## src/shared/cttmr_consts.svh

```systemverilog
// Purpose: Register offsets, field positions and reset values of the compact timer.
// Assumes: APB with 32-bit data, one aligned word per register.
// Notes:   Byte-wide registers sit in the low bits of each word.
`ifndef CTTMR_CONSTS_SVH
`define CTTMR_CONSTS_SVH

// ----------------------------------------------------------------
// Register byte addresses
// ----------------------------------------------------------------
`define CTTMR_ADDR_CTRL0    12'h000
`define CTTMR_ADDR_CTRL1    12'h004
`define CTTMR_ADDR_CNT_LO   12'h008
`define CTTMR_ADDR_CNT_HI   12'h00C
`define CTTMR_ADDR_CMPA_LO  12'h010
`define CTTMR_ADDR_CMPA_HI  12'h014
`define CTTMR_ADDR_PERIOD   12'h018
`define CTTMR_ADDR_FLAGS    12'h01C

// ----------------------------------------------------------------
// Field positions
// ----------------------------------------------------------------
`define CTTMR_C0_PAUSE      7
`define CTTMR_C0_ENABLE     3
`define CTTMR_C1_MODE_HI    7
`define CTTMR_C1_MODE_LO    6
`define CTTMR_C1_FUNC_HI    5
`define CTTMR_C1_FUNC_LO    4
`define CTTMR_C1_INIT       3
`define CTTMR_C1_INVERT     2
`define CTTMR_C1_SWAP       1
`define CTTMR_C1_CLRSEL     0
`define CTTMR_FL_A          0
`define CTTMR_FL_P          1

// ----------------------------------------------------------------
// Reset values and masks
// ----------------------------------------------------------------
`define CTTMR_RST_BYTE      8'h00
`define CTTMR_RST_WORD      16'h0000
`define CTTMR_C0_MASK       8'hF8
`define CTTMR_CNT_MAX       16'hFFFF
`define CTTMR_CNT_ONE       16'h0001
`define CTTMR_FULL_PERIOD   17'h10000
`define CTTMR_ZERO32        32'h00000000

`endif

```

## src/shared/cttmr_pkg.sv

```systemverilog
// Purpose: Types shared by the compact timer.
// Assumes: Includes no constants header; encodings are written as literal values.
// Notes:   Mode and output-function encodings.
package cttmr_pkg;

    typedef enum logic [1:0] {
        CTTMR_MODE_CMP = 2'h0,
        CTTMR_MODE_UND = 2'h1,
        CTTMR_MODE_PWM = 2'h2,
        CTTMR_MODE_TMR = 2'h3
    } cttmr_mode_t;

    typedef enum logic [1:0] {
        CTTMR_FN_00 = 2'h0,
        CTTMR_FN_01 = 2'h1,
        CTTMR_FN_10 = 2'h2,
        CTTMR_FN_11 = 2'h3
    } cttmr_func_t;

endpackage

```

## src/logic/cttmr_top.sv

```systemverilog
// Purpose: Compact 16-bit timer with compare, timer and PWM modes behind APB.
// Assumes: timer_tick is a one-cycle pulse on core_clk from the clock selector.
// Notes:   Clock-source selection and pin sharing lie outside this block.
//
// What this block does
// - Read/write byte holds compare A bits 15..8, reset zero.
// - Eight-bit period value compares against counter bits 15..8 only.
// - Clear-select low: comparator P match clears the counter.
// - Period value zero lets counter wrap by overflow.
// - Mode 00 compare output, 10 PWM, 11 timer/counter.
// - Compare mode, clear-select low: raise both A and P flags.
// - Clear-select high: A match clears; only A flag raised.
// - Clear-select high, A zero: overflow at FFFF, no A flag.
// - Compare mode: pin changes only on A flag, never on P.
// - A match: 01 sets pin low, 10 high, 11 toggles; 00 no change.
// - Enable rising edge resets pin to initial level.
// - Timer mode counts and flags like compare; pin unused.
// - PWM mode ignores clear-select.
// - Swap bit chooses which value sets period and duty.
// - Duty at or above period gives 100 percent duty.
// - PWM mode raises a flag per comparator on match.
// - Initial bit sets PWM polarity; function bits; invert bit inverts.
// - PWM counting continues while output forced.
// - Each PWM period clear starts a new period.
// - PWM function 00 inactive, 01 active, 10 waveform, 11 undefined.
// - Enable rise clears counter; enable low holds value.
// - Pause high holds counter; low resumes from held value.
//
// The implementer's own choices: the address map and register access over APB.
`timescale 1ns/1ps

`include "cttmr_consts.svh"

module cttmr_top
    import cttmr_pkg::*;
(
    input  wire logic        core_clk,
    input  wire logic        rst_n,
    input  wire logic        timer_tick,
    input  wire logic        psel,
    input  wire logic        penable,
    input  wire logic        pwrite,
    input  wire logic [11:0] paddr,
    input  wire logic [31:0] pwdata,
    output logic      [31:0] prdata,
    output logic             pready,
    output logic             pslverr,
    output logic             timer_out,
    output logic             timer_out_en,
    output logic             match_a_flag,
    output logic             match_p_flag
);

    // ----------------------------------------------------------------
    // Registers
    // ----------------------------------------------------------------
    logic [7:0]  ctrl0_q;
    logic [7:0]  ctrl1_q;
    logic [7:0]  cmpa_lo_q;
    logic [7:0]  compare_a_high_byte_q;
    logic [7:0]  period_compare_byte_q;
    logic [15:0] count_q;
    logic [15:0] count_d;
    logic        enable_prev_q;
    logic        pin_q;
    logic        pin_d;
    logic        seen_a_q;
    logic        seen_p_q;
    logic        pulse_a_q;
    logic        pulse_p_q;
    logic        tick_s1_q;
    logic        tick_s2_q;
    logic        tick_s3_q;
    logic [31:0] rdata_q;
    logic        ready_q;

    // ----------------------------------------------------------------
    // Field decode
    // ----------------------------------------------------------------
    wire cttmr_mode_t mode        = cttmr_mode_t'(ctrl1_q[`CTTMR_C1_MODE_HI:`CTTMR_C1_MODE_LO]);
    wire cttmr_func_t func        = cttmr_func_t'(ctrl1_q[`CTTMR_C1_FUNC_HI:`CTTMR_C1_FUNC_LO]);
    wire              init_lvl    = ctrl1_q[`CTTMR_C1_INIT];
    wire              invert      = ctrl1_q[`CTTMR_C1_INVERT];
    wire              swap        = ctrl1_q[`CTTMR_C1_SWAP];
    wire              clr_sel     = ctrl1_q[`CTTMR_C1_CLRSEL];
    wire              enable      = ctrl0_q[`CTTMR_C0_ENABLE];
    wire              pause       = ctrl0_q[`CTTMR_C0_PAUSE];
    wire              enable_rise = enable & ~enable_prev_q;
    wire [15:0]       cmp_a_value = {compare_a_high_byte_q, cmpa_lo_q};
    wire [7:0]        cmp_p_value = period_compare_byte_q;
    wire              is_pwm      = (mode == CTTMR_MODE_PWM);
    wire              is_cmp      = (mode == CTTMR_MODE_CMP);

    // ----------------------------------------------------------------
    // Counter and comparators
    // ----------------------------------------------------------------
    wire tick_edge = tick_s2_q & ~tick_s3_q;
    wire step      = tick_edge & enable & ~pause;
    wire at_max    = (count_q == `CTTMR_CNT_MAX);
    wire [15:0] count_inc = count_q + `CTTMR_CNT_ONE;

    // Comparator P sees only the top byte; a match means the step taken in this cycle reaches it.
    wire p_hit = step & (count_inc[15:8] == cmp_p_value)
                 & (count_inc[7:0] == `CTTMR_RST_BYTE)
                 & (cmp_p_value != `CTTMR_RST_BYTE);
    wire a_hit = step & (count_inc == cmp_a_value)
                 & (cmp_a_value != `CTTMR_RST_WORD);
    wire ovf   = step & at_max;

    // In PWM mode the period comparator clears the counter, chosen by swap.
    wire clr_by_a = is_pwm ? swap : clr_sel;
    wire clear    = clr_by_a ? a_hit : p_hit;

    wire flag_a = a_hit;
    wire flag_p = p_hit & (is_pwm | ~clr_sel);

    assign count_d = enable_rise ? `CTTMR_RST_WORD :
                     (clear | ovf) ? `CTTMR_RST_WORD :
                     step ? count_inc : count_q;

    // ----------------------------------------------------------------
    // PWM duty
    // ----------------------------------------------------------------
    wire [16:0] p_period = (cmp_p_value == `CTTMR_RST_BYTE) ? `CTTMR_FULL_PERIOD
                           : {1'b0, cmp_p_value, `CTTMR_RST_BYTE};
    wire [16:0] duty_val = swap ? p_period : {1'b0, cmp_a_value};
    wire [16:0] per_val  = swap ? {1'b0, cmp_a_value} : p_period;
    wire        duty_on  = (duty_val >= per_val) |
                           ({1'b0, count_q} < duty_val);
    wire        pwm_act  = (func == CTTMR_FN_01) | ((func == CTTMR_FN_10) & duty_on);
    wire        pwm_lvl  = init_lvl ? pwm_act : ~pwm_act;

    // ----------------------------------------------------------------
    // Output pin
    // ----------------------------------------------------------------
    logic cmp_next;
    always_comb begin
        case (func)
            CTTMR_FN_00: cmp_next = pin_q;
            CTTMR_FN_01: cmp_next = 1'b0;
            CTTMR_FN_10: cmp_next = 1'b1;
            CTTMR_FN_11: cmp_next = ~pin_q;
            default:     cmp_next = pin_q;
        endcase
    end

    assign pin_d = enable_rise ? init_lvl :
                   is_pwm ? pwm_lvl :
                   (is_cmp & flag_a) ? cmp_next : pin_q;

    // ----------------------------------------------------------------
    // APB decode
    // ----------------------------------------------------------------
    wire wr_en = psel & penable & pwrite & ready_q;
    wire rd_en = psel & ~penable & ~pwrite;

    function automatic logic hit(input logic [11:0] a, input logic [11:0] b);
        hit = (a == b);
    endfunction

    wire sel_c0  = hit(paddr, `CTTMR_ADDR_CTRL0);
    wire sel_c1  = hit(paddr, `CTTMR_ADDR_CTRL1);
    wire sel_cl  = hit(paddr, `CTTMR_ADDR_CNT_LO);
    wire sel_ch  = hit(paddr, `CTTMR_ADDR_CNT_HI);
    wire sel_al  = hit(paddr, `CTTMR_ADDR_CMPA_LO);
    wire sel_ah  = hit(paddr, `CTTMR_ADDR_CMPA_HI);
    wire sel_rp  = hit(paddr, `CTTMR_ADDR_PERIOD);
    wire sel_fl  = hit(paddr, `CTTMR_ADDR_FLAGS);
    wire mapped  = sel_c0 | sel_c1 | sel_cl | sel_ch | sel_al | sel_ah | sel_rp | sel_fl;

    wire [7:0] flags_byte = {6'h00, seen_p_q, seen_a_q};
    wire [7:0] rd_byte = sel_c0 ? ctrl0_q :
                         sel_c1 ? ctrl1_q :
                         sel_cl ? count_q[7:0] :
                         sel_ch ? count_q[15:8] :
                         sel_al ? cmpa_lo_q :
                         sel_ah ? compare_a_high_byte_q :
                         sel_rp ? period_compare_byte_q :
                         sel_fl ? flags_byte : `CTTMR_RST_BYTE;

    // ----------------------------------------------------------------
    // Write strobes and sticky flags
    // ----------------------------------------------------------------
    wire wr_c0 = wr_en & sel_c0;
    wire wr_c1 = wr_en & sel_c1;
    wire wr_al = wr_en & sel_al;
    wire wr_ah = wr_en & sel_ah;
    wire wr_rp = wr_en & sel_rp;
    wire clr_a = wr_en & sel_fl & pwdata[`CTTMR_FL_A];
    wire clr_p = wr_en & sel_fl & pwdata[`CTTMR_FL_P];

    // Sticky view: hardware set wins over the write-one clear.
    wire seen_a_d = flag_a | (seen_a_q & ~clr_a);
    wire seen_p_d = flag_p | (seen_p_q & ~clr_p);

    // ----------------------------------------------------------------
    // Next values of the bus and pin outputs
    // ----------------------------------------------------------------
    wire        ready_d        = psel & ~penable;
    wire        pslverr_d      = psel & ~penable & ~mapped;
    wire [31:0] rdata_d        = {24'h000000, rd_byte};
    wire        timer_out_d    = pin_d ^ invert;
    wire        timer_out_en_d = is_cmp | is_pwm;

    // ----------------------------------------------------------------
    // Tick synchroniser
    // ----------------------------------------------------------------
    always_ff @(posedge core_clk) begin
        if (!rst_n) begin
            tick_s1_q <= 1'b0;
        end else begin
            tick_s1_q <= timer_tick;
        end
    end

    always_ff @(posedge core_clk) begin
        if (!rst_n) begin
            tick_s2_q <= 1'b0;
        end else begin
            tick_s2_q <= tick_s1_q;
        end
    end

    always_ff @(posedge core_clk) begin
        if (!rst_n) begin
            tick_s3_q <= 1'b0;
        end else begin
            tick_s3_q <= tick_s2_q;
        end
    end

    // ----------------------------------------------------------------
    // Control registers
    // ----------------------------------------------------------------
    always_ff @(posedge core_clk) begin
        if (!rst_n) begin
            ctrl0_q <= `CTTMR_RST_BYTE;
        end else if (wr_c0) begin
            ctrl0_q <= pwdata[7:0] & `CTTMR_C0_MASK;
        end
    end

    always_ff @(posedge core_clk) begin
        if (!rst_n) begin
            ctrl1_q <= `CTTMR_RST_BYTE;
        end else if (wr_c1) begin
            ctrl1_q <= pwdata[7:0];
        end
    end

    always_ff @(posedge core_clk) begin
        if (!rst_n) begin
            cmpa_lo_q <= `CTTMR_RST_BYTE;
        end else if (wr_al) begin
            cmpa_lo_q <= pwdata[7:0];
        end
    end

    always_ff @(posedge core_clk) begin
        if (!rst_n) begin
            compare_a_high_byte_q <= `CTTMR_RST_BYTE;
        end else if (wr_ah) begin
            compare_a_high_byte_q <= pwdata[7:0];
        end
    end

    always_ff @(posedge core_clk) begin
        if (!rst_n) begin
            period_compare_byte_q <= `CTTMR_RST_BYTE;
        end else if (wr_rp) begin
            period_compare_byte_q <= pwdata[7:0];
        end
    end

    // ----------------------------------------------------------------
    // Counter, pin and flags
    // ----------------------------------------------------------------
    always_ff @(posedge core_clk) begin
        if (!rst_n) begin
            count_q <= `CTTMR_RST_WORD;
        end else begin
            count_q <= count_d;
        end
    end

    always_ff @(posedge core_clk) begin
        if (!rst_n) begin
            enable_prev_q <= 1'b0;
        end else begin
            enable_prev_q <= enable;
        end
    end

    always_ff @(posedge core_clk) begin
        if (!rst_n) begin
            pin_q <= 1'b0;
        end else begin
            pin_q <= pin_d;
        end
    end

    always_ff @(posedge core_clk) begin
        if (!rst_n) begin
            seen_a_q <= 1'b0;
        end else begin
            seen_a_q <= seen_a_d;
        end
    end

    always_ff @(posedge core_clk) begin
        if (!rst_n) begin
            seen_p_q <= 1'b0;
        end else begin
            seen_p_q <= seen_p_d;
        end
    end

    always_ff @(posedge core_clk) begin
        if (!rst_n) begin
            pulse_a_q <= 1'b0;
        end else begin
            pulse_a_q <= flag_a;
        end
    end

    always_ff @(posedge core_clk) begin
        if (!rst_n) begin
            pulse_p_q <= 1'b0;
        end else begin
            pulse_p_q <= flag_p;
        end
    end

    // ----------------------------------------------------------------
    // Bus and pin outputs
    // ----------------------------------------------------------------
    always_ff @(posedge core_clk) begin
        if (!rst_n) begin
            ready_q <= 1'b0;
        end else begin
            ready_q <= ready_d;
        end
    end

    always_ff @(posedge core_clk) begin
        if (!rst_n) begin
            pslverr <= 1'b0;
        end else begin
            pslverr <= pslverr_d;
        end
    end

    always_ff @(posedge core_clk) begin
        if (!rst_n) begin
            rdata_q <= `CTTMR_ZERO32;
        end else if (rd_en) begin
            rdata_q <= rdata_d;
        end
    end

    always_ff @(posedge core_clk) begin
        if (!rst_n) begin
            timer_out <= 1'b0;
        end else begin
            timer_out <= timer_out_d;
        end
    end

    always_ff @(posedge core_clk) begin
        if (!rst_n) begin
            timer_out_en <= 1'b0;
        end else begin
            timer_out_en <= timer_out_en_d;
        end
    end

    assign prdata       = rdata_q;
    assign pready       = ready_q;
    assign match_a_flag = pulse_a_q;
    assign match_p_flag = pulse_p_q;

endmodule

```

## config.mk

```make
export PLATFORM = sky130hd
export DESIGN_NAME = cttmr_top
export DESIGN_NICKNAME = d
export VERILOG_FILES = /design/src/shared/cttmr_pkg.sv /design/src/logic/cttmr_top.sv
export VERILOG_INCLUDE_DIRS = /design/src /design/src/shared
export SDC_FILE = /design/constraint.sdc
export NUM_CORES = 1
export LEC_CHECK = 0
export BUFFER_PORTS_ARGS = -buffer_cell sky130_fd_sc_hd__buf_2
export CORE_UTILIZATION = 55
export CTS_CLUSTER_DIAMETER = 40
export DETAILED_ROUTE_END_ITERATION = 10
export PLACE_DENSITY_LB_ADDON = 0.2
export REMOVE_ABC_BUFFERS = 1
export SLEW_MARGIN = 20
export SYNTH_ARGS = -nofsm -noshare
export SYNTH_HDL_FRONTEND = slang
export SYNTH_SLANG_ARGS = --single-unit
export TNS_END_PERCENT = 1
```

## constraint.sdc

```tcl
create_clock -name core_clk -period 9 [get_ports core_clk]
set_input_delay 0.45 -clock core_clk [delete_from_list [all_inputs] [get_ports core_clk]]
set_output_delay 0.45 -clock core_clk [all_outputs]
set_load 0.02 [all_outputs]
```

# Word-level counts from Yosys, hierarchy flattened
# Index checks and enable logic that the tools add are counted.
[op_classes]
n_addsub = 1
magnitude_cmp = 2
eq_ne = 14
n_mux = 18
bitwise_logic = 56
reduce_logical = 8
[ops]
columns = ["operator", "n"]
rows = [
  ["8-bit two-way mux", 7],
  ["17-bit two-way mux", 3],
  ["12-bit by 5-bit == test with 1-bit output (second input constant)", 4],
  ["1-bit bitwise AND", 29],
  ["12-bit by 4-bit == test with 1-bit output (second input constant)", 2],
  ["17-bit >= comparator", 1],
  ["16-bit by 17-bit less-than comparator with 1-bit output", 1],
  ["16-bit by 1-bit adder with 16-bit output (second input constant)", 1],
  ["16-bit == test", 1],
  ["16-bit == test (second input constant)", 1],
  ["8-bit logical NOT", 2],
  ["16-bit nonzero test", 1],
  ["1-bit OR", 14],
  ["12-bit by 3-bit == test with 1-bit output (second input constant)", 1],
  ["12-bit logical NOT", 1],
  ["1-bit inverter", 12],
  ["8-bit == test", 1],
  ["8-bit nonzero test", 1],
  ["2-bit == test (second input constant)", 3],
  ["1-bit two-way mux", 6],
  ["2-bit logical NOT", 2],
  ["1-bit case mux with 4 select lines", 1],
  ["3-bit OR reduction", 1],
  ["2-bit by 1-bit == test with 1-bit output (second input constant)", 1],
  ["other kinds (2)", 2],
]
[word_totals]
ff_bits = 74
input_bits = 50
output_inout_bits = 38
wordCells = 119

# Depth between registers and ports, before layout
# Gate-level depths: netlist (run 1).
[depth]
word_depth = 12
ltp_mapped = 14
mapped_depth_nobuf = 12

# Least setup slack after synthesis (run 1)
# OpenSTA, ideal clock, no wires.
[synth_timing]
kind = "register to register"
from = "register ctrl1_q[1]"
to = "register timer_out"
setup_time_ns = 0.118
t_arrival_ns = 3.399
required_time_ns = 8.882
path_slack_ns = 5.483
path_stages_with_launch = 14
n_path_buf = 3
synth_period_minus_slack_ns = 3.517
path_cell_list = "dfxtp_1 > clkbuf_1 > clkbuf_1 > clkbuf_1 > mux2i_1 > ha_1 > a21o_1 > a21oi_1 > nand4_1 > o221a_2 > a31oi_1 > o41ai_1 > or4_4 > mux2i_1"
[synth_between]
elab_chain_len = 10
elab_cells_between_ends = 12
classes_between = "order compare (2); mux (5); bitwise (5)"
[synth_rtl]
columns = ["element", "line", "text"]
rows = [
  ["from (decl)", "cttmr_top.sv:58", "logic [7:0] ctrl1_q;"],
  ["from (signal assigned)", "cttmr_top.sv:245", "ctrl1_q <= `CTTMR_RST_BYTE;"],
  ["from (signal assigned)", "cttmr_top.sv:247", "ctrl1_q <= pwdata[7:0];"],
  ["17-bit two-way mux (on tied branches)", "cttmr_top.sv:126, cttmr_top.sv:127", ""],
  ["17-bit >= comparator or 16-bit by 17-bit less-than comparator with 1-bit output (tied branches)", "cttmr_top.sv:128, cttmr_top.sv:129", ""],
  ["1-bit OR (*)", "cttmr_top.sv:128", "wire duty_on = (duty_val >= per_val) |"],
  ["1-bit bitwise AND (*)", "cttmr_top.sv:130", "wire pwm_act = (func == CTTMR_FN_01) | ((func == CTTMR_FN_10) & duty_on);"],
  ["1-bit OR (*)", "cttmr_top.sv:130", ""],
  ["1-bit inverter", "cttmr_top.sv:131", "wire pwm_lvl = init_lvl ? pwm_act : ~pwm_act;"],
  ["1-bit two-way mux (*)", "cttmr_top.sv:131", ""],
  ["1-bit two-way mux (*)", "cttmr_top.sv:148", "is_pwm ? pwm_lvl :"],
  ["1-bit two-way mux (*)", "cttmr_top.sv:147", "assign pin_d = enable_rise ? init_lvl :"],
  ["1-bit XOR (*)", "cttmr_top.sv:202", "wire timer_out_d = pin_d ^ invert;"],
  ["to (signal assigned)", "cttmr_top.sv:365", "timer_out <= timer_out_d;"],
  ["to (decl)", "cttmr_top.sv:48", "output logic timer_out,"],
]
# Every way passes the cells marked *; elsewhere a longest branch is shown, timed or not.
# A chain may end at the register's enable or synchronous reset.

# Worst setup path after layout (run 1)
[layout_timing]
from = "register count_q[5]"
to = "register count_q[1]"
[layout_between]
elab_chain_len = 8
elab_cells_between_ends = 14
classes_between = "add/sub (1); eq/ne (3); mux (1); bitwise (7); reduce/logical (2)"
[layout_rtl]
columns = ["element", "line", "text"]
rows = [
  ["from (decl)", "cttmr_top.sv:62", "logic [15:0] count_q;"],
  ["from (signal assigned)", "cttmr_top.sv:280", "count_q <= `CTTMR_RST_WORD;"],
  ["from (signal assigned)", "cttmr_top.sv:282", "count_q <= count_d;"],
  ["16-bit by 1-bit adder with 16-bit output (no source line)", "-", ""],
  ["8-bit == test", "cttmr_top.sv:103", "wire p_hit = step & (count_inc[15:8] == cmp_p_value)"],
  ["1-bit bitwise AND (3 in series)", "cttmr_top.sv:103", ""],
  ["1-bit two-way mux", "cttmr_top.sv:112", "wire clear = clr_by_a ? a_hit : p_hit;"],
  ["1-bit OR (*)", "cttmr_top.sv:118", "(clear | ovf) ? `CTTMR_RST_WORD :"],
  ["3-bit OR reduction (no source line) (*)", "-", ""],
]
# Marked as above.

==> results of run 1 <==
## path summary, 6_finish.rpt
| check | slack, ns | startpoint | depth (start not counted) | endpoint |
|---|---|---|---|---|
| worst max-delay path | 4.87 | count_q[5]$_SDFFE_PP0P_ | 9 | count_q[1]$_SDFFE_PP0P_ |
| worst min-delay path | 0.27 | penable | 2 | pready$_SDFF_PN0_ |
| worst max register to register | 4.87 | count_q[5]$_SDFFE_PP0P_ | 9 | count_q[1]$_SDFFE_PP0P_ |
| worst min register to register | 0.45 | tick_s1_q$_SDFF_PN0_ | 1 | tick_s2_q$_SDFF_PN0_ |
## layout make-up
cell class	instances	area (µm²)	area share (%)
multi-input cells	498	3371	61.48
clock buffers	9	123.9	2.259
inverters	16	60.06	1.095
flip-flops and latches	74	1481	27.02
clock inverters	7	82.58	1.506
well taps	111	138.9	2.533
repair buffers	43	225.2	4.108
## cell usage after synthesis (6+ instances only)
cell type  count  area (µm²)
a211oi_1      11       82.58
a21oi_1       34       170.2
a31oi_1        6       37.54
and2_1         7       43.79
buf_2          6       30.03
buf_4         27       202.7
clkbuf_1      23       86.33
dfxtp_1       74        1481
ha_1          25       312.8
inv_1         16       60.06
mux2_2         7       78.83
mux2i_1       51       510.5
nand2_1       42       157.7
nand2b_1      14       87.58
nand3_1       25       125.1
nand4_1       12       75.07
nor2_1        75       281.5
nor2b_1        7       43.79
nor3_1        12       60.06
nor4_1        28       175.2
o21ai_0        8       40.04
xnor2_1       36       315.3
xor2_1        14       122.6
## logic make-up (layout without fill, tap and decap cells)
logic type	after synthesis	after routing	synth area share, %
other cells	1	24	0.07241
mux	61	61	12.76
simple gates	247	247	24.67
fa+ha+maj	25	25	6.040
compound gates	91	91	11.43
flops	74	74	28.61
buf+inv	77	75	7.973
xor+xnor	50	50	8.456
## power breakdown
part	switching (mW)	internal (mW)
logic	0.0306	0.0103
clock network	0.149	0.133
registers	0.00124	0.330
total	0.181	0.473
## metrics by stage
| step | cell area, µm² | util [%] | power (mW) | hold WS (ns) |
|---|---|---|---|---|
| final | 5483 | 59.62 | 0.6541 | 0.2723 |
| after global routing | 5483 | 59.62 | 0.6753 | 0.2774 |
| after CTS | 5483 | 59.62 | 0.6570 | 0.2666 |
| after detailed placement | 5276 | 57.37 | 0.3792 | 0.4331 |
| after global placement | 5276 | 57.37 | 0.3789 | 0.4154 |
| after floorplan | 4912 | - | 0.3600 | 0.4118 |
## per-layer routing
metal,global-route usage [%],vias to the layer above,wire [µm]
met5,0,-,0
met1,42.29,2244,6461
met2,50.94,173,6972
li1,-,2226,-
met3,4.539,26,931
met4,12.51,0,380
## sequential cells by signal, indices dropped and copies added (netlist names), 5 cells and up
| signal | cells |
|---|---|
| cmp_p_value | 8 |
| prdata | 8 |
| ctrl1_q | 8 |
| cmpa_lo_q | 8 |
| ctrl0_q | 5 |
| count_q | 16 |
| compare_a_high_byte_q | 8 |
## placed cells by master (no fill, tap or decap), types with 8 or more instances in the layout
cell type and n:
nand3_1 25, nand2b_1 14, inv_1 16, mux2i_1 51, a21oi_1 34, nor2_1 75
nand2_1 42, xnor2_1 36, ha_1 25, buf_2 39, a211oi_1 11, nand4_1 12
clkbuf_8 9, o21ai_0 8, nor4_1 28, nor3_1 12, conb_1 24, dfxtp_1 74
xor2_1 14
==> flow_metrics.env, run 1 <==
export IMPL_cp_max_fo=16
export IMPL_vias=4669
export IMPL_io_pins=88
export IMPL_cp_slowest_stage_delay_ns=0.76
export IMPL_postCtsSetupBuffers=0
export IMPL_grt_pass1_vias=4371
export IMPL_crit_top_cell="xnor2_1"
export IMPL_port_buffers=39
export IMPL_layout_nets=717
export IMPL_ys_seq_elements=74
export IMPL_gp_congestion=1.051
export IMPL_htree_levels=3
export IMPL_synthDistinctLibCells=68
export IMPL_antennaDiodeCount=0
export IMPL_grt_pass1_wl_um=23470
export IMPL_final_max_slew_viol_count=0
export IMPL_placementRows=35
export IMPL_vias_per_cell=6.160
export IMPL_finalCritPeriodShare_pct=45.94
export IMPL_worstSetupPathType="reg -> reg"
export IMPL_fin_ws_ns=4.865
export IMPL_drv_cap=0
export IMPL_required_ns=9.21
export IMPL_cts_root_buf="clkbuf_8"
export IMPL_cts_made_buffers=9
export IMPL_drc=0
export IMPL_vdd_drop_max_mv=0.09553
export IMPL_antenna_left=0
export IMPL_fillerInstances=851
export IMPL_hpwl_um=11140
export IMPL_clkTransAtPathRegs_ns=0.09
export IMPL_slew_headroom_pct=40.70
export IMPL_end_kind="flip-flop"
export IMPL_initial_core_util_pct=56.31
export IMPL_skew_ns=0.01181
export IMPL_dr_pass1_iters=5
export IMPL_fin_cells=758
export IMPL_synth_cells=626
export IMPL_max_freq_ghz=0.2419
export IMPL_cts_tree="done"
export IMPL_grt_use_total_pct=31.51
export IMPL_cp_buffers_inverters=0
export IMPL_core_area_mm2=0.009196
export IMPL_wl_um=14750
export IMPL_fin_setup_tns_ns=0
export IMPL_outcome="completed"
export IMPL_start_kind="flip-flop"
export IMPL_dp_slack_ns=4.907
export IMPL_worstPathArrival_ns=4.35
export IMPL_post_cts_resize_count=0
export IMPL_total_leakage_power_nw=2.091
export IMPL_die_area_mm2=0.009808
export IMPL_antenna_found_initial=0
export IMPL_drive_above_1_share_pct=12.52
export IMPL_rsz0062_at_grt="false"
export IMPL_hold_viol=0
export IMPL_ys_flop_type="dfxtp_1"
export IMPL_area_growth_pct=5.871
export IMPL_crit_slowest_cell="nor4_1"
export IMPL_finalSetupViolCount=0
export IMPL_async_flop_share_pct=0
export IMPL_synth_area_mm2=0.005179
export IMPL_cellPowerDensity_mw_per_mm2=119.3
export IMPL_die_y_um=99.04
export IMPL_synth_edf_count=0
export IMPL_numPlacedInstances=742
export IMPL_cts_max_path_buffers=2
export IMPL_first_iter_violations=341
export IMPL_clkSinkCount=74
export IMPL_overflow=0
export IMPL_fp_dieW_um=99.04
export IMPL_grt_max_degree=43
export IMPL_avgSynthCellArea_um2=8.273
export IMPL_clock_latency_ns=0.37
export IMPL_critical_path_top_delay_family="simple AND/OR/NAND/NOR gates"
export IMPL_hold_buffers=0
export IMPL_wl_per_cell_um=19.45
export IMPL_synth_warning_count=0
export IMPL_ys_seq_area_share_pct=28.61
export IMPL_hold_class="in -> reg"
export IMPL_worstMarginPinSlew_ns=0.8862
export IMPL_period_minus_slack_ns=4.135
export IMPL_crit_chain="nand4_2 -> nor4_1 -> xnor2_1 -> xnor2_1 -> or4_1 -> nor3_1 -> nand2_1 -> a21oi_2 -> a2111oi_0"
Note: power is estimated with default switching activity, not from simulation.
==> run 2, diff against run 1 <==
clock period = 3.95 ns   (was 9 ns; I/O delays follow)
==> flow_metrics.env, run 2 (synthesis gave the netlist of run 1 again) <==
export IMPL_area_growth_pct=7.852
export IMPL_initial_core_util_pct=56.31
export IMPL_cp_buffers_inverters=0
export IMPL_max_freq_ghz=0.2845
export IMPL_cts_max_path_buffers=2
export IMPL_cts_tree="done"
export IMPL_crit_top_cell="or4_4"
export IMPL_worstMarginPinSlew_ns=0.8403
export IMPL_core_area_mm2=0.009196
export IMPL_cts_made_buffers=9
export IMPL_fin_setup_tns_ns=0
export IMPL_slew_headroom_pct=43.47
export IMPL_vias=4822
export IMPL_die_area_mm2=0.009808
export IMPL_final_max_slew_viol_count=0
export IMPL_hold_viol=0
export IMPL_fp_dieW_um=99.04
export IMPL_rsz0062_at_grt="false"
export IMPL_finalSetupViolCount=0
export IMPL_top_register="count_q"
export IMPL_total_leakage_power_nw=2.164
export IMPL_clock_latency_ns=0.36
export IMPL_critical_path_top_delay_family="simple AND/OR/NAND/NOR gates"
export IMPL_vdd_drop_max_mv=0.2789
export IMPL_placementRows=35
export IMPL_drc=0
export IMPL_antenna_left=0
export IMPL_power_total_mw=1.485
export IMPL_r2r_slack_ns=0.44
export IMPL_finalCritPeriodShare_pct=88.98
export IMPL_period_minus_slack_ns=3.515
export IMPL_htree_levels=3
export IMPL_grt_pass1_vias=4487
export IMPL_cellPowerDensity_mw_per_mm2=265.8
export IMPL_grt_use_total_pct=30.55
export IMPL_layout_nets=730
export IMPL_worstPathArrival_ns=3.77
export IMPL_grt_max_degree=43
export IMPL_largest_register_ffs=16
export IMPL_clkTransAtPathRegs_ns=0.09
export IMPL_gp_congestion=0.9788
export IMPL_final_cell_mix="75 x nor2_1, 74 x dfxtp_1, 51 x mux2i_1"
export IMPL_crit_slowest_cell="dfxtp_1"
export IMPL_crit_chain="nand3_1 -> nor3_1 -> xor2_1 -> xnor2_1 -> nand4_1 -> or4_4 -> o31a_1 -> or4_4 -> mux2i_1"
export IMPL_grt_pass1_wl_um=23180
export IMPL_die_y_um=99.04
export IMPL_post_cts_resize_count=0
export IMPL_end_kind="flip-flop"
export IMPL_final_common_cell="nor2_1"
export IMPL_antenna_found_initial=0
export IMPL_clkSinkCount=74
export IMPL_required_ns=4.21
export IMPL_vias_per_cell=6.254
export IMPL_io_pins=88
export IMPL_wl_um=14400
export IMPL_cp_slowest_stage_delay_ns=0.65
export IMPL_hold_class="in -> reg"
export IMPL_hpwl_um=10990
export IMPL_start_kind="flip-flop"
export IMPL_wl_per_cell_um=18.68
export IMPL_skew_ns=0.005529
export IMPL_postCtsSetupBuffers=0
export IMPL_worstSetupPathType="reg -> reg"
export IMPL_first_iter_violations=327
export IMPL_outcome="completed"
export IMPL_cp_max_fo=11
export IMPL_hold_buffers=0
export IMPL_cts_root_buf="clkbuf_8"
export IMPL_overflow=0
export IMPL_drive_above_1_share_pct=14.24
export IMPL_port_buffers=39
export IMPL_antennaDiodeCount=0
export IMPL_dr_pass1_iters=5
export IMPL_drv_cap=0
[run 2: worst paths after layout]
kind | from | to | cells past startpoint
setup reg to reg | count_q[3]$_SDFFE_PP0P_ | timer_out$_SDFF_PN0_ | 9
hold / removal | penable | pready$_SDFF_PN0_ | 2
setup / recovery | count_q[3]$_SDFFE_PP0P_ | timer_out$_SDFF_PN0_ | 9
hold reg to reg | tick_s1_q$_SDFF_PN0_ | tick_s2_q$_SDFF_PN0_ | 1
[run 2: routing by layer]
layer | track usage, % | vias up | routed length [µm]
met5 | 0 | - | 0
met4 | 14.58 | 0 | 568
met3 | 4.113 | 46 | 927
met2 | 49.17 | 199 | 6628
met1 | 40.42 | 2327 | 6279
li1 | - | 2250 | -
[run 2: layout make-up]
type,instances,area [µm²]
Clock buffer,10,137.6
Timing Repair Buffer,56,322.8
Fill cell,825,3611
Sequential cell,74,1481
Clock inverter,6,73.82
Tap cell,111,138.9
Inverter,16,60.06
Multi-Input combinational cell,498,3371
[run 2: worst register-to-register path, stage by stage (launching register included)]
cell and delay [ns]:
dfxtp_1 0.65, nand3_1 0.40, nor3_1 0.27, xor2_1 0.29, xnor2_1 0.19, nand4_1 0.13, or4_4 0.58, o31a_1 0.26
or4_4 0.52, mux2i_1 0.13
[run 2: through the flow]
step / std cells / hold slack (ns) / setup WS [ns] / area (µm²) / utilization [%]
after floorplan: 588 / 0.2818 / 0.6390 / 4912 / -
after global placement: 755 / 0.4001 / 0.4914 / 5374 / 58.44
after detailed placement: 755 / 0.4121 / 0.5283 / 5374 / 58.44
after CTS: 771 / 0.02778 / 0.4924 / 5585 / 60.73
after global routing: 771 / 0.03303 / 0.1801 / 5585 / 60.73
final: 771 / 0.03835 / 0.4353 / 5585 / 60.73
[run 2: power by group]
part | internal [mW] | total [mW] | switching, mW | leakage, nW
clock | 0.317 | 0.638 | 0.321 | 0.101
sequential | 0.752 | 0.755 | 0.00293 | 0.598
combinational | 0.0241 | 0.0925 | 0.0684 | 1.47
==> run 3, diff against run 2 <==
CORE_UTILIZATION = 52   (was 55)
clock period = 3.02 ns   (was 3.95 ns; I/O delays follow)
==> flow_metrics.env, run 3 (synthesis gave the netlist of run 1 again) <==
export IMPL_antenna_found_initial=0
export IMPL_vdd_drop_max_mv=0.2279
export IMPL_area_growth_pct=21.74
export IMPL_final_cell_mix="81 x buf_4, 75 x nor2_1, 68 x dfxtp_1"
export IMPL_r2r_slack_ns=-0.07
export IMPL_dr_pass1_iters=5
export IMPL_finalCritPeriodShare_pct=102.4
export IMPL_whs_path_depth=2
export IMPL_vias_per_cell=5.857
export IMPL_first_iter_violations=443
export IMPL_grt_pass1_vias=4730
export IMPL_clkPwrFrac_pct=43.2
export IMPL_hpwl_um=12500
export IMPL_port_buffers=39
export IMPL_p_sw_mw=0.5293
export IMPL_met2_usage_pct=52.86
export IMPL_start_kind="flip-flop"
export IMPL_die_area_mm2=0.01036
export IMPL_cts_max_path_buffers=2
export IMPL_initial_core_util_pct=53.23
export IMPL_clock_latency_ns=0.38
export IMPL_worstMarginPinSlew_ns=0.7473
export IMPL_hold_end="pready$_SDFF_PN0_"
export IMPL_intPower_mw=1.430
export IMPL_cts_made_buffers=9
export IMPL_htree_levels=3
export IMPL_finalSetupViolCount=1
export IMPL_grt_pass1_wl_um=25130
export IMPL_outcome="finished, violations left"
export IMPL_grt_use_total_pct=32.42
export IMPL_grtUsageMet3_pct=4.348
export IMPL_hold_class="in -> reg"
export IMPL_end_kind="flip-flop"
export IMPL_cts_root_buf="clkbuf_8"
export IMPL_drive_above_1_share_pct=24.69
export IMPL_period_minus_slack_ns=3.093
export IMPL_fillerInstances=888
export IMPL_swShare_pct=27.01
export IMPL_wl_per_cell_um=18.49
export IMPL_seqPwrFrac_pct=50.3
export IMPL_top_register="count_q"
export IMPL_fin_setup_tns_ns=-0.07280
export IMPL_final_util_pct=64.80
export IMPL_vias=5072
export IMPL_busiest_layer="met2"
export IMPL_io_pins=88
export IMPL_gp_congestion=0.9990
export IMPL_cts_tree="done"
export IMPL_antennaDiodeCount=0
export IMPL_overflow=0
export IMPL_hold_viol=0
export IMPL_violations="setup timing"
export IMPL_clkTransAtPathRegs_ns=0.09
export IMPL_slew_headroom_pct=49.76
export IMPL_pwr_share_comb_pct=6.6
export IMPL_max_freq_ghz=0.3233
export IMPL_wl_um=16010
export IMPL_grt_max_degree=41
export IMPL_cp_max_fo=6
export IMPL_final_max_slew_viol_count=0
export IMPL_use_met1_pct=42.61
export IMPL_die_y_um=101.8
export IMPL_fp_dieW_um=101.8
export IMPL_skew_ns=0.01501
export IMPL_largest_register_ffs=16
export IMPL_worstSetupPathType="reg -> reg"
export IMPL_clkSinkCount=74
export IMPL_fin_ws_ns=-0.07280
export IMPL_drv_cap=0
export IMPL_rsz0062_at_grt="true"
export IMPL_total_leakage_power_nw=2.587
export IMPL_placementRows=36
export IMPL_rr_startpoint="count_q[0]$_SDFFE_PP0P_"
export IMPL_core_area_mm2=0.009729
export IMPL_cellPowerDensity_mw_per_mm2=310.8
export IMPL_final_common_cell="buf_4"
export IMPL_worstPathArrival_ns=3.36
export IMPL_required_ns=3.29
export IMPL_hold_path_startpoint="psel"
export IMPL_r2r_cells=11
export IMPL_timing_rr_end="timer_out$_SDFF_PN0_"
export IMPL_layout_nets=803
export IMPL_antenna_left=0
export IMPL_drc=0
-- run 3: routing by layer --
layer,vias to the layer above,part of all wire (%),wire [µm]
met3,40,5.8,935
li1,2399,-,-
met1,2445,44,6979
met2,188,47,7566
met5,-,0,0
met4,0,3.3,527
-- run 3: layout make-up --
type | count | area (µm²) | area share [%]
multi-input combinational | 498 | 3446 | 54.65
clock inverter | 6 | 73.82 | 1.171
tap | 133 | 166.4 | 2.639
timing repair buffer | 129 | 927.1 | 14.71
clock buffer | 10 | 137.6 | 2.183
sequential | 74 | 1494 | 23.70
inverter | 16 | 60.06 | 0.9526
-- run 3: worst max path at each step --
stage	slack (ns)	startpoint	endpoint
floorplan	-0.29	ctrl0_q[3]$_SDFFE_PN0P_	count_q[1]$_SDFFE_PP0P_
detailed placement	-0.18	count_q[1]$_SDFFE_PP0P_	timer_out$_SDFF_PN0_
global route	-0.14	count_q[0]$_SDFFE_PP0P_	timer_out$_SDFF_PN0_
global placement	-0.16	count_q[0]$_SDFFE_PP0P_	timer_out$_SDFF_PN0_
finish	-0.07	count_q[0]$_SDFFE_PP0P_	timer_out$_SDFF_PN0_
CTS	-0.07	count_q[0]$_SDFFE_PP0P_	timer_out$_SDFF_PN0_
-- run 3: worst max-delay path: stages, from the launching register on --
cell,delay [ns]
dfxtp_4,0.38
ha_4,0.15
nand3_2,0.09
buf_6,0.15
nor3_4,0.12
xor2_1,0.28
xnor2_1,0.18
nand4_1,0.16
or4_4,0.57
o31a_1,0.25
or4_4,0.52
mux2i_1,0.13
-- run 3: power by group through the flow --
stage / registers, mW / clock network, mW / logic (mW)
after floorplan: 1.02 / 0 / 0.0548
after global placement: 1.01 / 0 / 0.122
after detailed placement: 1.01 / 0 / 0.124
after CTS: 0.987 / 0.860 / 0.126
after global routing: 0.986 / 0.897 / 0.139
final: 0.985 / 0.846 / 0.128
-- run 3: per-stage QoR --
| stage | instance area (µm²) | hold slack (ns) | cells | setup slack [ns] | power [mW] |
|---|---|---|---|---|---|
| after floorplan | 4912 | 0.2353 | 588 | -0.2910 | 1.073 |
| after global placement | 5884 | 0.3520 | 838 | -0.1564 | 1.132 |
| after detailed placement | 5884 | 0.3635 | 838 | -0.1783 | 1.134 |
| after CTS | 6206 | 0.05324 | 861 | -0.06879 | 1.973 |
| after global routing | 6305 | 0.07033 | 866 | -0.1364 | 2.022 |
| final | 6305 | 0.06347 | 866 | -0.07280 | 1.960 |
-- run 3: repair_timing --
action / CTS / global route
gates resized for setup: 14 / 16
cloned: 0 / 0
endpoints found under the hold margin: 2 / 0
hold buffers: 2 / 0
buffers inserted: 5 / 5
setup endpoints to repair: 18 / 18
pin swaps: 4 / 6
